--- config.mk ---
export PLATFORM = sky130hd
export DESIGN_NAME = ipb_priority_bank
export DESIGN_NICKNAME = d
export VERILOG_FILES = /design/src/hdl/ipb_source_gate.v /design/src/hdl/ipb_priority_bank.v
export VERILOG_INCLUDE_DIRS = /design/src /design/src/pkg
export SDC_FILE = /design/constraint.sdc
export NUM_CORES = 1
export LEC_CHECK = 0
export BUFFER_PORTS_ARGS = -buffer_cell sky130_fd_sc_hd__buf_4
export CAP_MARGIN = 20
export CORE_MARGIN = 5
export CORE_UTILIZATION = 45
export CTS_CLUSTER_DIAMETER = 30
export CTS_CLUSTER_SIZE = 25
export DETAILED_ROUTE_END_ITERATION = 8
export PLACE_DENSITY = 0.65
export SLEW_MARGIN = 5
export SYNTH_ARGS = -nofsm -noshare
export SYNTH_HDL_FRONTEND = slang
export SYNTH_SLANG_ARGS = --single-unit
export TNS_END_PERCENT = 20
--- constraint.sdc ---
create_clock -name aclk -period 3.4 [get_ports aclk]
set_input_delay 0.85 -clock aclk [delete_from_list [all_inputs] [get_ports aclk]]
set_output_delay 0.85 -clock aclk [all_outputs]
set_load 0.01 [all_outputs]
--- src/pkg/ipb_map.vh ---
// register map of the interrupt priority bank: offsets, field positions, reset values
// assumes a 32-bit axi4-lite slave with one aligned word per register
`ifndef IPB_MAP_VH
`define IPB_MAP_VH

// ===========================================================================
// register offsets (byte addresses)
`define IPB_OFF_PRIO0 8'h00
`define IPB_OFF_PRIO1 8'h04
`define IPB_OFF_PRIO2 8'h08
`define IPB_OFF_PRIO3 8'h0c
`define IPB_OFF_ENABLE 8'h10
`define IPB_OFF_PENDING 8'h14
`define IPB_OFF_REQUEST 8'h18

// ===========================================================================
// field layout inside each priority register
`define IPB_FLD_W 3
`define IPB_FLD0_LSB 0
`define IPB_FLD1_LSB 4
`define IPB_FLD2_LSB 8
`define IPB_FLD3_LSB 12
`define IPB_PRIO_IMPL_MASK 16'h7777

// ===========================================================================
// reset values
`define IPB_PRIO_RESET 16'h4444
`define IPB_ENABLE_RESET 16'h0000

// ===========================================================================
// level codes
`define IPB_LEVEL_OFF 3'h0
`define IPB_LEVEL_MIN 3'h1
`define IPB_LEVEL_MAX 3'h7

// ===========================================================================
// bus answers
`define IPB_RESP_OKAY 2'h0
`define IPB_RESP_SLVERR 2'h2

`endif

--- src/hdl/ipb_source_gate.v ---
// per-source gate: turns a level field plus flag and enable into a forwarded level
// assumes flag and enable are synchronous to aclk
`include "ipb_map.vh"

module ipb_source_gate (
  input wire [2:0] level,
  input wire flag,
  input wire enable,
  output wire requesting,
  output wire [2:0] eff_level
);

  // ===========================================================================
  // gating
  // code 000 disables, 001..111 are levels 1..7 taken unchanged
  assign requesting = flag & enable & (level != `IPB_LEVEL_OFF);
  assign eff_level = requesting ? level : `IPB_LEVEL_OFF;

endmodule // ipb_source_gate

--- src/hdl/ipb_priority_bank.v ---
// bank of four 16-bit priority registers for sixteen sources, with axi4-lite access
// assumes source flags come from logic on aclk; the arbiter reads the level outputs
//
// Design decisions made here: the placing of the registers and the AXI4-Lite interface to the registers.
`include "ipb_map.vh"

// Summary of operation
// - code 111 means level 7, highest
// - code 001 means level 1, lowest active
// - code 000 disables the source entirely
// - bits 15,11,7,3 read zero, ignore writes
// - every field resets to 100, level 4
// - implemented field bits fully readable and writable
// - register 0: timer1, compare1, capture1, pin0
// - register 1: timer3, timer2, compare2, capture2
// - register 2: conversion, serial tx, rx, sync serial
// - register 3: pin change, twowire collision/transfer, nvm
// - request forwarded only when enable bit set
module ipb_priority_bank #(
  parameter NSRC = 16
) (
  input wire aclk,
  input wire aresetn,
  input wire [7:0] s_axi_awaddr,
  input wire s_axi_awvalid,
  output reg s_axi_awready,
  input wire [31:0] s_axi_wdata,
  input wire [3:0] s_axi_wstrb,
  input wire s_axi_wvalid,
  output reg s_axi_wready,
  output reg [1:0] s_axi_bresp,
  output reg s_axi_bvalid,
  input wire s_axi_bready,
  input wire [7:0] s_axi_araddr,
  input wire s_axi_arvalid,
  output reg s_axi_arready,
  output reg [31:0] s_axi_rdata,
  output reg [1:0] s_axi_rresp,
  output reg s_axi_rvalid,
  input wire s_axi_rready,
  input wire [NSRC-1:0] src_flag,
  output reg [3*NSRC-1:0] src_level,
  output reg [NSRC-1:0] src_request
);

  // ===========================================================================
  // storage
  reg [15:0] prio_q [0:3];
  reg [15:0] enable_q;
  reg [7:0] awaddr_q;
  reg aw_held_q;
  reg [31:0] wdata_q;
  reg [3:0] wstrb_q;
  reg w_held_q;
  integer i;

  // merge a write into a priority word, dropping the unimplemented bits
  function [15:0] merge_prio;
    input [15:0] old;
    input [31:0] data;
    input [3:0] strb;
    reg [15:0] m;
    begin
      m = old;
      if (strb[0]) m[7:0] = data[7:0];
      if (strb[1]) m[15:8] = data[15:8];
      merge_prio = m & `IPB_PRIO_IMPL_MASK;
    end
  endfunction

  function [15:0] merge_plain;
    input [15:0] old;
    input [31:0] data;
    input [3:0] strb;
    begin
      merge_plain = {strb[1] ? data[15:8] : old[15:8], strb[0] ? data[7:0] : old[7:0]};
    end
  endfunction

  // ===========================================================================
  // write channel: address and data taken in either order, response after both
  wire [7:0] wr_addr = aw_held_q ? awaddr_q : s_axi_awaddr;
  wire [31:0] wr_data = w_held_q ? wdata_q : s_axi_wdata;
  wire [3:0] wr_strb = w_held_q ? wstrb_q : s_axi_wstrb;
  wire aw_have = aw_held_q | (s_axi_awvalid & s_axi_awready);
  wire w_have = w_held_q | (s_axi_wvalid & s_axi_wready);
  wire wr_fire = aw_have & w_have & ~s_axi_bvalid;
  wire wr_hit = (wr_addr[7:2] <= `IPB_OFF_ENABLE >> 2) && (wr_addr[1:0] == 2'h0);
  wire [1:0] wr_idx = wr_addr[3:2];

  always @(posedge aclk) begin
    if (!aresetn) begin
      for (i = 0; i < 4; i = i + 1)
        prio_q[i] <= `IPB_PRIO_RESET;
      enable_q <= `IPB_ENABLE_RESET;
      awaddr_q <= 8'h00;
      aw_held_q <= 1'b0;
      wdata_q <= 32'h00000000;
      wstrb_q <= 4'h0;
      w_held_q <= 1'b0;
      s_axi_awready <= 1'b0;
      s_axi_wready <= 1'b0;
      s_axi_bvalid <= 1'b0;
      s_axi_bresp <= `IPB_RESP_OKAY;
    end else begin
      s_axi_awready <= ~aw_have & ~s_axi_bvalid & ~s_axi_awready;
      s_axi_wready <= ~w_have & ~s_axi_bvalid & ~s_axi_wready;
      if (s_axi_awvalid & s_axi_awready) begin
        awaddr_q <= s_axi_awaddr;
        aw_held_q <= 1'b1;
      end
      if (s_axi_wvalid & s_axi_wready) begin
        wdata_q <= s_axi_wdata;
        wstrb_q <= s_axi_wstrb;
        w_held_q <= 1'b1;
      end
      if (wr_fire) begin
        aw_held_q <= 1'b0;
        w_held_q <= 1'b0;
        s_axi_awready <= 1'b0;
        s_axi_wready <= 1'b0;
        s_axi_bvalid <= 1'b1;
        s_axi_bresp <= wr_hit ? `IPB_RESP_OKAY : `IPB_RESP_SLVERR;
        // stored now, visible from the next edge
        if (wr_hit && wr_addr[4] == 1'b0)
          prio_q[wr_idx] <= merge_prio(prio_q[wr_idx], wr_data, wr_strb);
        else if (wr_hit)
          enable_q <= merge_plain(enable_q, wr_data, wr_strb);
      end else if (s_axi_bvalid & s_axi_bready) begin
        s_axi_bvalid <= 1'b0;
      end
    end
  end

  // ===========================================================================
  // per-source gating
  wire [NSRC-1:0] req_w;
  genvar g;
  generate
    for (g = 0; g < NSRC; g = g + 1) begin : gen_src
      // source g sits in register g/4, field g%4 (0 at bits 2-0)
      ipb_source_gate u_gate (
        .level(prio_q[g / 4][(g % 4) * 4 +: `IPB_FLD_W]),
        .flag(src_flag[g]),
        .enable(enable_q[g]),
        .requesting(req_w[g]),
        .eff_level()
      );
    end
  endgenerate

  // levels go to the arbiter continuously, one edge after a write
  always @(posedge aclk) begin
    if (!aresetn) begin
      src_level <= {NSRC{3'h4}};
      src_request <= {NSRC{1'b0}};
    end else begin
      for (i = 0; i < NSRC; i = i + 1)
        src_level[3*i +: 3] <= prio_q[i / 4][(i % 4) * 4 +: 3];
      src_request <= req_w;
    end
  end

  // ===========================================================================
  // read channel: one read at a time, answered one cycle after arvalid is taken
  reg [31:0] rd_word;
  reg rd_ok;
  always @* begin
    rd_word = 32'h00000000;
    rd_ok = 1'b1;
    if (s_axi_araddr[1:0] != 2'h0)
      rd_ok = 1'b0;
    else case (s_axi_araddr)
      `IPB_OFF_PRIO0: rd_word = {16'h0000, prio_q[0] & `IPB_PRIO_IMPL_MASK};
      `IPB_OFF_PRIO1: rd_word = {16'h0000, prio_q[1] & `IPB_PRIO_IMPL_MASK};
      `IPB_OFF_PRIO2: rd_word = {16'h0000, prio_q[2] & `IPB_PRIO_IMPL_MASK};
      `IPB_OFF_PRIO3: rd_word = {16'h0000, prio_q[3] & `IPB_PRIO_IMPL_MASK};
      `IPB_OFF_ENABLE: rd_word = {16'h0000, enable_q};
      `IPB_OFF_PENDING: rd_word = {{(32-NSRC){1'b0}}, src_flag};
      `IPB_OFF_REQUEST: rd_word = {{(32-NSRC){1'b0}}, src_request};
      default: rd_ok = 1'b0;
    endcase
  end

  always @(posedge aclk) begin
    if (!aresetn) begin
      s_axi_arready <= 1'b0;
      s_axi_rvalid <= 1'b0;
      s_axi_rdata <= 32'h00000000;
      s_axi_rresp <= `IPB_RESP_OKAY;
    end else begin
      s_axi_arready <= ~s_axi_rvalid & ~s_axi_arready & s_axi_arvalid;
      if (s_axi_arvalid & s_axi_arready) begin
        s_axi_rvalid <= 1'b1;
        s_axi_rdata <= rd_word;
        s_axi_rresp <= rd_ok ? `IPB_RESP_OKAY : `IPB_RESP_SLVERR;
      end else if (s_axi_rvalid & s_axi_rready) begin
        s_axi_rvalid <= 1'b0;
      end
    end
  end

endmodule // ipb_priority_bank

==> summary.txt, run 1 <==
Status
  • Outcome: finished, final reports clean

Critical path
  • R2r setup slk: 0.68 ns
  • CP arrival: ~2.8 ns
  • Worst flop-to-flop path endpoint: prio_q[1][10]$_SDFFCE_PN0P_
  • Setup crit start: aw_held_q$_SDFFE_PP0P_
  • CP endpoint kind: flip-flop
  • Reg2reg path depth: 4
  • Startpoint types: flip-flop
  • CP Max Fanout: 15
  • CP Data Required Time: 3.46 ns
  • Reg-to-Reg Start: aw_held_q$_SDFFE_PP0P_
  • Path type of the worst setup path: flip-flop to flip-flop
  • Critical Path Sink: prio_q[1][10]$_SDFFCE_PN0P_

Synthesis
  • Post-synth design cell area: around 7500 µm²
  • Cells after synthesis: between 700 and 800
  • Ys async rst share: 0%
  • EDFF count, synth: 48
  • Post-synth top area cell: dfxtp_1
  • Top-area cell type share of the netlist area: a little over a third
  • #FFs+latches synth: approximately 180
  • Avg Inst Size Synth: between 10 and 15 µm²
  • Register area share after synthesis: 54.5%
  • Yosys warns: 0
  • Post-synth top flop: dfxtp_1
  • Ranking of synthesized cells by area: dfxtp_1 (35%), edfxtp_1 (19%), nand2_1 (5.5%), and2_1 (3.2%), mux2_2 (3.2%)
  • Synth unique cells: 54

Timing
  • Min Tclk post-route: 2.72 ns
  • Max Fclk: 367 MHz
  • Worst slew pin tran: between 0.7 and 0.8 ns
  • Fin worst setup slack: 0.677 ns
  • Fin. max-slew vios: 0
  • RSZ-0062 raised after global routing: false
  • Final Hold Viols: 0
  • Rel. slew slack: 51.9%
  • Final setup violation count: 0
  • Crit share post-route: roughly four fifths
  • Final Skew: between 0.009 and 0.01 ns
  • Fin Setup TNS: 0 ns

Drt
  • Vias per inst: about 5.3
  • Drt pass-1 iters: 5
  • DR WL/cell: around 18 µm
  • Routed wire length: ~20000 µm
  • Via count: about 5900
  • ANT nets after route: 0
  • Initial DRC Count: ~400
  • DRC: 0

Cells and area
  • Nets: roughly 940
  • Commonest cells after routing, fill and taps aside: buf_4 (152), dfxtp_1 (131), nand2_1 (109), nor2_1 (51), edfxtp_1 (48)
  • Core Util, Final: between 50% and 60%
  • Commonest non-fill, non-tap cell in the layout: buf_4
  • Ant diodes: 0
  • Area of the multi-input gates: between 3000 and 4000 µm²
  • Layout area overhead: 24.1%
  • Layout cell share with drive strength beyond 1: ~25%
  • Storage cell area: approximately 4100 µm²
  • Fillers: around 1500

Power
  • Worst vdd ir: about 0.39 mV
  • P per Cell Area: 506 nW/µm²
  • Leak: approximately 3.5 nW

Floorplan
  • Die width: around 140 µm
  • Die height: around 140 µm
  • I/O pins: 180
  • Starting Density: 45.4%
  • Num rows: between 40 and 50
  • Core ar.: 16400 µm²
  • Die area: around 19000 µm²

GRT
  • Global-route wire length before repair: between 30000 and 40000 µm
  • Vias in the first global route: around 5800
  • Initial antenna violation count: 0
  • Pin count of the biggest net entering global routing: 98
  • GRT Util Overall: between 20% and 30%
  • Grt ovf: 0

Clock tree
  • Post-CTS Hold Fix Bufs: 0
  • Num CTS Buffers: 17
  • Clk_lat worst skew: around 0.42 ns
  • Clock-pin slew on the worst setup and hold paths: approximately 0.060 ns
  • Resized cells post-CTS: 0
  • Clock tree from TritonCTS: yes
  • Clock root buffer: clkbuf_16
  • Sink Count: between 150 and 200
  • Postcts setup bufs: 0
  • # H-tree levels: 4
  • Clk buf depth: 2

Placement
  • RePlAce Congestion: ~0.87
  • Pre-CTS worst setup slack: 0.270 ns
  • HPWL Detailed: 15300 µm
  • Buffers on Ports: 143

Hold path
  • Min-delay src: s_axi_rvalid$_SDFFE_PN0P_
  • Hold Path Class: flip-flop to flip-flop

Job
  • MaxCap Viol Count: 0
flip-flops by register name, indices dropped and copies added (netlist names):
signal and count:
prio_q 48, src_level 48, enable_q 16, s_axi_rdata 16, src_request 16, wdata_q 16, awaddr_q 8, wstrb_q 2
aw_held_q 1, s_axi_arready 1, s_axi_awready 1, s_axi_bresp 1, s_axi_bvalid 1, s_axi_rresp 1, s_axi_rvalid 1, s_axi_wready 1
w_held_q 1
cell usage after synthesis (3+ instances only):
cell        n
inv_1       4
mux2i_1    17
and3_1      3
nand2_1   109
buf_4      19
buf_1       3
and2_1     38
buf_6       3
o211ai_1    5
or2_1       4
clkbuf_1   26
o21ai_0    47
dfxtp_1   131
nand3b_1    5
edfxtp_1   48
a21boi_0   27
nor2b_1     5
nor2_1     51
nor3_1     27
nand3_1    20
a22o_1      7
a31oi_1     6
mux2_2     21
o21ai_1     8
a22oi_1     7
buf_2       9
nor3b_1    19
nand2b_1   30
mux4_2      4
a21oi_1     4
logic make-up (layout without fill, tap and decap cells):
| family | Yosys count | after routing | share of synthesized area, % |
|---|---|---|---|
| AND/OR/NAND/NOR | 322 | 322 | 21.8 |
| flip-flops | 179 | 179 | 54.5 |
| AO/OA/AOI/OAI | 130 | 130 | 12.0 |
| buffers and inverters | 64 | 189 | 4.63 |
| multiplexers | 43 | 43 | 6.97 |
| other | 1 | 18 | 0.0503 |
power breakdown:
group	switching, mW	internal (mW)
Sequential	0.0423	2.24
Combinational	0.227	0.169
Clock	0.791	1.22
Total	1.06	3.62
metal layers:
metal / wire [µm] / GRT usage, %
met3: 1630 / 5.21
met1: 8870 / 28.7
met4: 355 / 6.59
met2: 9220 / 32.6
met5: 0 / 0
worst min-delay path by stage:
stage / to / slack [ns] / depth (start not counted)
2_1_floorplan: src_request[2]$_SDFF_PN0_ / 0.43 / 2
3_3_place_gp: s_axi_arready$_SDFF_PN0_ / 0.43 / 1
3_5_place_dp: s_axi_arready$_SDFF_PN0_ / 0.43 / 1
4_1_cts: s_axi_arready$_SDFF_PN0_ / 0.44 / 1
5_1_grt: wdata_q[0]$_SDFFE_PN0P_ / 0.48 / 2
6_report: s_axi_arready$_SDFF_PN0_ / 0.44 / 1
per-stage QoR:
step	cells	hold slack (ns)	area, µm²	power [mW]
finish	1101	0.440	9250	4.68
floorplan	756	0.431	7520	2.57
global placement	1069	0.433	8620	2.71
CTS	1101	0.443	9250	4.70
global route	1101	0.479	9250	4.84
detailed placement	1069	0.434	8620	2.72
critical path, cell delays in order (launching register included):
cell and delay (ns):
dfxtp_1 0.71, nand3b_1 0.34, a21o_1 0.37, or2_1 0.44
o21ai_1 0.50
area by class of cell:
class / count / share of cell area (%)
well taps: 220 / 2.98
flip-flops and latches: 179 / 44.0
inverters: 4 / 0.162
multi-input cells: 513 / 33.6
clock buffers: 27 / 6.12
repair buffers: 153 / 12.6
clock inverters: 5 / 0.636
Power figures use the tool's default switching activity.
==> run 2, diff against run 1 <==
--- a/config.mk
+++ b/config.mk
@@ -13,7 +13,7 @@
 export CTS_CLUSTER_DIAMETER = 30
 export CTS_CLUSTER_SIZE = 25
 export DETAILED_ROUTE_END_ITERATION = 8
-export PLACE_DENSITY = 0.65
+export PLACE_DENSITY = 0.68
 export SLEW_MARGIN = 5
 export SYNTH_ARGS = -nofsm -noshare
 export SYNTH_HDL_FRONTEND = slang
==> constraint.sdc (replaced) <==
create_clock -name aclk -period 2.4 [get_ports aclk]
set_input_delay 0.6 -clock aclk [delete_from_list [all_inputs] [get_ports aclk]]
set_output_delay 0.6 -clock aclk [all_outputs]
set_load 0.01 [all_outputs]
==> summary.txt, run 2 (synthesis results as in run 1) <==
Status
  • Outcome: finished, final reports clean

Placement
  • Placed Instances: 1098 (+2.7%)
  • HPWL Detailed: 14800 µm (-3.3%)
  • Buffers on Ports: 143 (unchanged)
  • RePlAce Congestion: 0.875 (+0.63%)

Floorplan
  • Die area: 19200 µm² (unchanged)
  • Num rows: 47 (unchanged)
  • Die height: 139 µm (unchanged)
  • Starting Density: 45.4% (unchanged)
  • Die width: 139 µm (unchanged)
  • I/O pins: 180 (unchanged)
  • Core ar.: 16400 µm² (unchanged)

Cells and area
  • Layout area overhead: 26.4%
  • Commonest cells after routing, fill and taps aside: buf_4 (180), dfxtp_1 (131), nand2_1 (109), nor2_1 (51), edfxtp_1 (48)
  • Area of the multi-input gates: 3110 µm² (unchanged)
  • Storage cell area: 4060 µm² (unchanged)
  • Core Util, Final: 57.4% (+1.0 points)
  • Non-Filler Instances: 1129 (+2.5%)
  • Nets: 972 (+3.1%)
  • Commonest non-fill, non-tap cell in the layout: buf_4
  • Fillers: 1425 (-2.1%)
  • Ant diodes: 0 (unchanged)
  • Largest regs: prio_q: 48 flops, src_level: 48 flops
  • Layout cell share with drive strength beyond 1: 26.8% (+2.1 points)

Drt
  • Via count: 5789 (-1.1%)
  • ANT nets after route: 0 (unchanged)
  • Routed wire length: 19400 µm (-3.3%)
  • DR WL/cell: 17.2 µm (-5.7%)
  • DRC: 0 (unchanged)
  • Drt pass-1 iters: 5 (unchanged)
  • Initial DRC Count: 431 (+4.9%)
  • Vias per inst: 5.13 (-3.5%)

Timing
  • Final setup violation count: 0 (unchanged)
  • Worst slew pin tran: 0.696 ns (-0.0263 ns)
  • Final Hold Viols: 0 (unchanged)
  • RSZ-0062 raised after global routing: false
  • Max Fclk: 459 MHz (+25%)
  • Crit share post-route: 90.8% (+11 points)
  • Final Skew: 0.0112 ns (+0.00219 ns)
  • Rel. slew slack: 53.6% (+1.8 points)
  • Fin. max-slew vios: 0 (unchanged)
  • Min Tclk post-route: 2.18 ns (-0.544 ns)

Critical path
  • Startpoint types: flip-flop
  • CP Data Required Time: 2.55 ns (-0.91 ns)
  • CP Max Fanout: 15 (unchanged)
  • Slowest-stage cell, CP: dfxtp_1
  • CP endpoint kind: flip-flop
  • CP arrival: 2.33 ns (-0.45 ns)
  • Path type of the worst setup path: flip-flop to flip-flop
  • Crit-path max cell delay: 0.49 ns (-0.22 ns)
  • Critical path cell sequence: o211a_1 -> or3_4 -> a21o_1 -> or2_1 -> o21ai_1 -> buf_4
  • CP bufs+invs: 1 (+1)
  • Critical path's top delay family: simple AND/OR/NAND/NOR gates

Clock tree
  • Sink Count: 179 (unchanged)
  • Num CTS Buffers: 17 (unchanged)
  • Postcts setup bufs: 0 (unchanged)
  • Clock tree from TritonCTS: yes
  • Clk buf depth: 2 (unchanged)
  • # H-tree levels: 4 (unchanged)
  • Clock-pin slew on the worst setup and hold paths: 0.06 ns (about the same)
  • Post-CTS Hold Fix Bufs: 0 (unchanged)
  • Clock root buffer: clkbuf_16
  • Clk_lat worst skew: 0.44 ns (+0.02 ns)
  • Resized cells post-CTS: 0 (unchanged)

Power
  • Total power: 6.45 mW (+38%)
  • Leak: 3.59 nW (+2.7%)
  • Worst vdd ir: 0.541 mV (+40%)
  • P per Cell Area: 685 nW/µm² (+35%)

Hold path
  • Hold Path Class: input port to flip-flop

GRT
  • Global-route wire length before repair: 30700 µm (-4.9%)
  • Met2 Use GR: 30.1% (-2.5 points)
  • Grt peak-use layer: met2
  • GR Util met1: 28.1% (-0.53 points)
  • Grt met3 use: 5.52% (+0.31 points)
  • Vias in the first global route: 5552 (-4.1%)
  • GRT Util Overall: 20.1% (-0.77 points)
  • Pin count of the biggest net entering global routing: 53 (-46%)
  • Initial antenna violation count: 0 (unchanged)
  • Grt ovf: 0 (unchanged)

Job
  • MaxCap Viol Count: 0 (unchanged)
-- run 2: path summary, 6_finish.rpt --
kind	endpoint	slack (ns)	depth (start not counted)	startpoint
worst max-delay path	prio_q[1][11]$_SDFFCE_PN1P_	0.22	6	aw_held_q$_SDFFE_PP0P_
worst min-delay path	wstrb_q[1]$_SDFFE_PN0P_	0.43	3	s_axi_wstrb[1]
worst max register to register	prio_q[1][11]$_SDFFCE_PN1P_	0.22	6	aw_held_q$_SDFFE_PP0P_
worst min register to register	wdata_q[5]$_SDFFE_PN0P_	0.46	2	wdata_q[5]$_SDFFE_PN0P_
-- run 2: per-stage QoR --
stage               worst slack [ns]  hold WS, ns  TNS, ns  area (µm²)
floorplan                    -0.0338        0.431   -0.752        7520
global placement              0.0251        0.437        0        8850
detailed placement           0.00971        0.453        0        8850
CTS                            0.224        0.413        0        9420
global route                  0.0521        0.429        0        9420
finish                         0.221        0.428        0        9420
-- run 2: layout make-up --
| class | count | area share [%] |
|---|---|---|
| clock inverters | 6 | 0.492 |
| multi-input cells | 513 | 33.0 |
| well taps | 220 | 2.92 |
| inverters | 4 | 0.159 |
| flip-flops and latches | 179 | 43.2 |
| repair buffers | 182 | 14.8 |
| clock buffers | 25 | 5.50 |
-- run 2: worst reg2reg max path, stage by stage, from the launching register on --
cell	delay, ns
dfxtp_1	0.49
o211a_1	0.21
or3_4	0.33
a21o_1	0.25
or2_1	0.31
o21ai_1	0.15
buf_4	0.16
-- run 2: metal layers --
layer / routed length [µm] / part of all wire [%]
met1: 8770 / 45
met2: 8730 / 45
met5: 0 / 0
met4: 361 / 1.9
met3: 1560 / 8.0
-- run 2: power breakdown --
group	switching (mW)	internal [mW]	total (mW)
registers	0.0559	3.17	3.23
clock network	1.13	1.50	2.63
logic	0.326	0.266	0.592
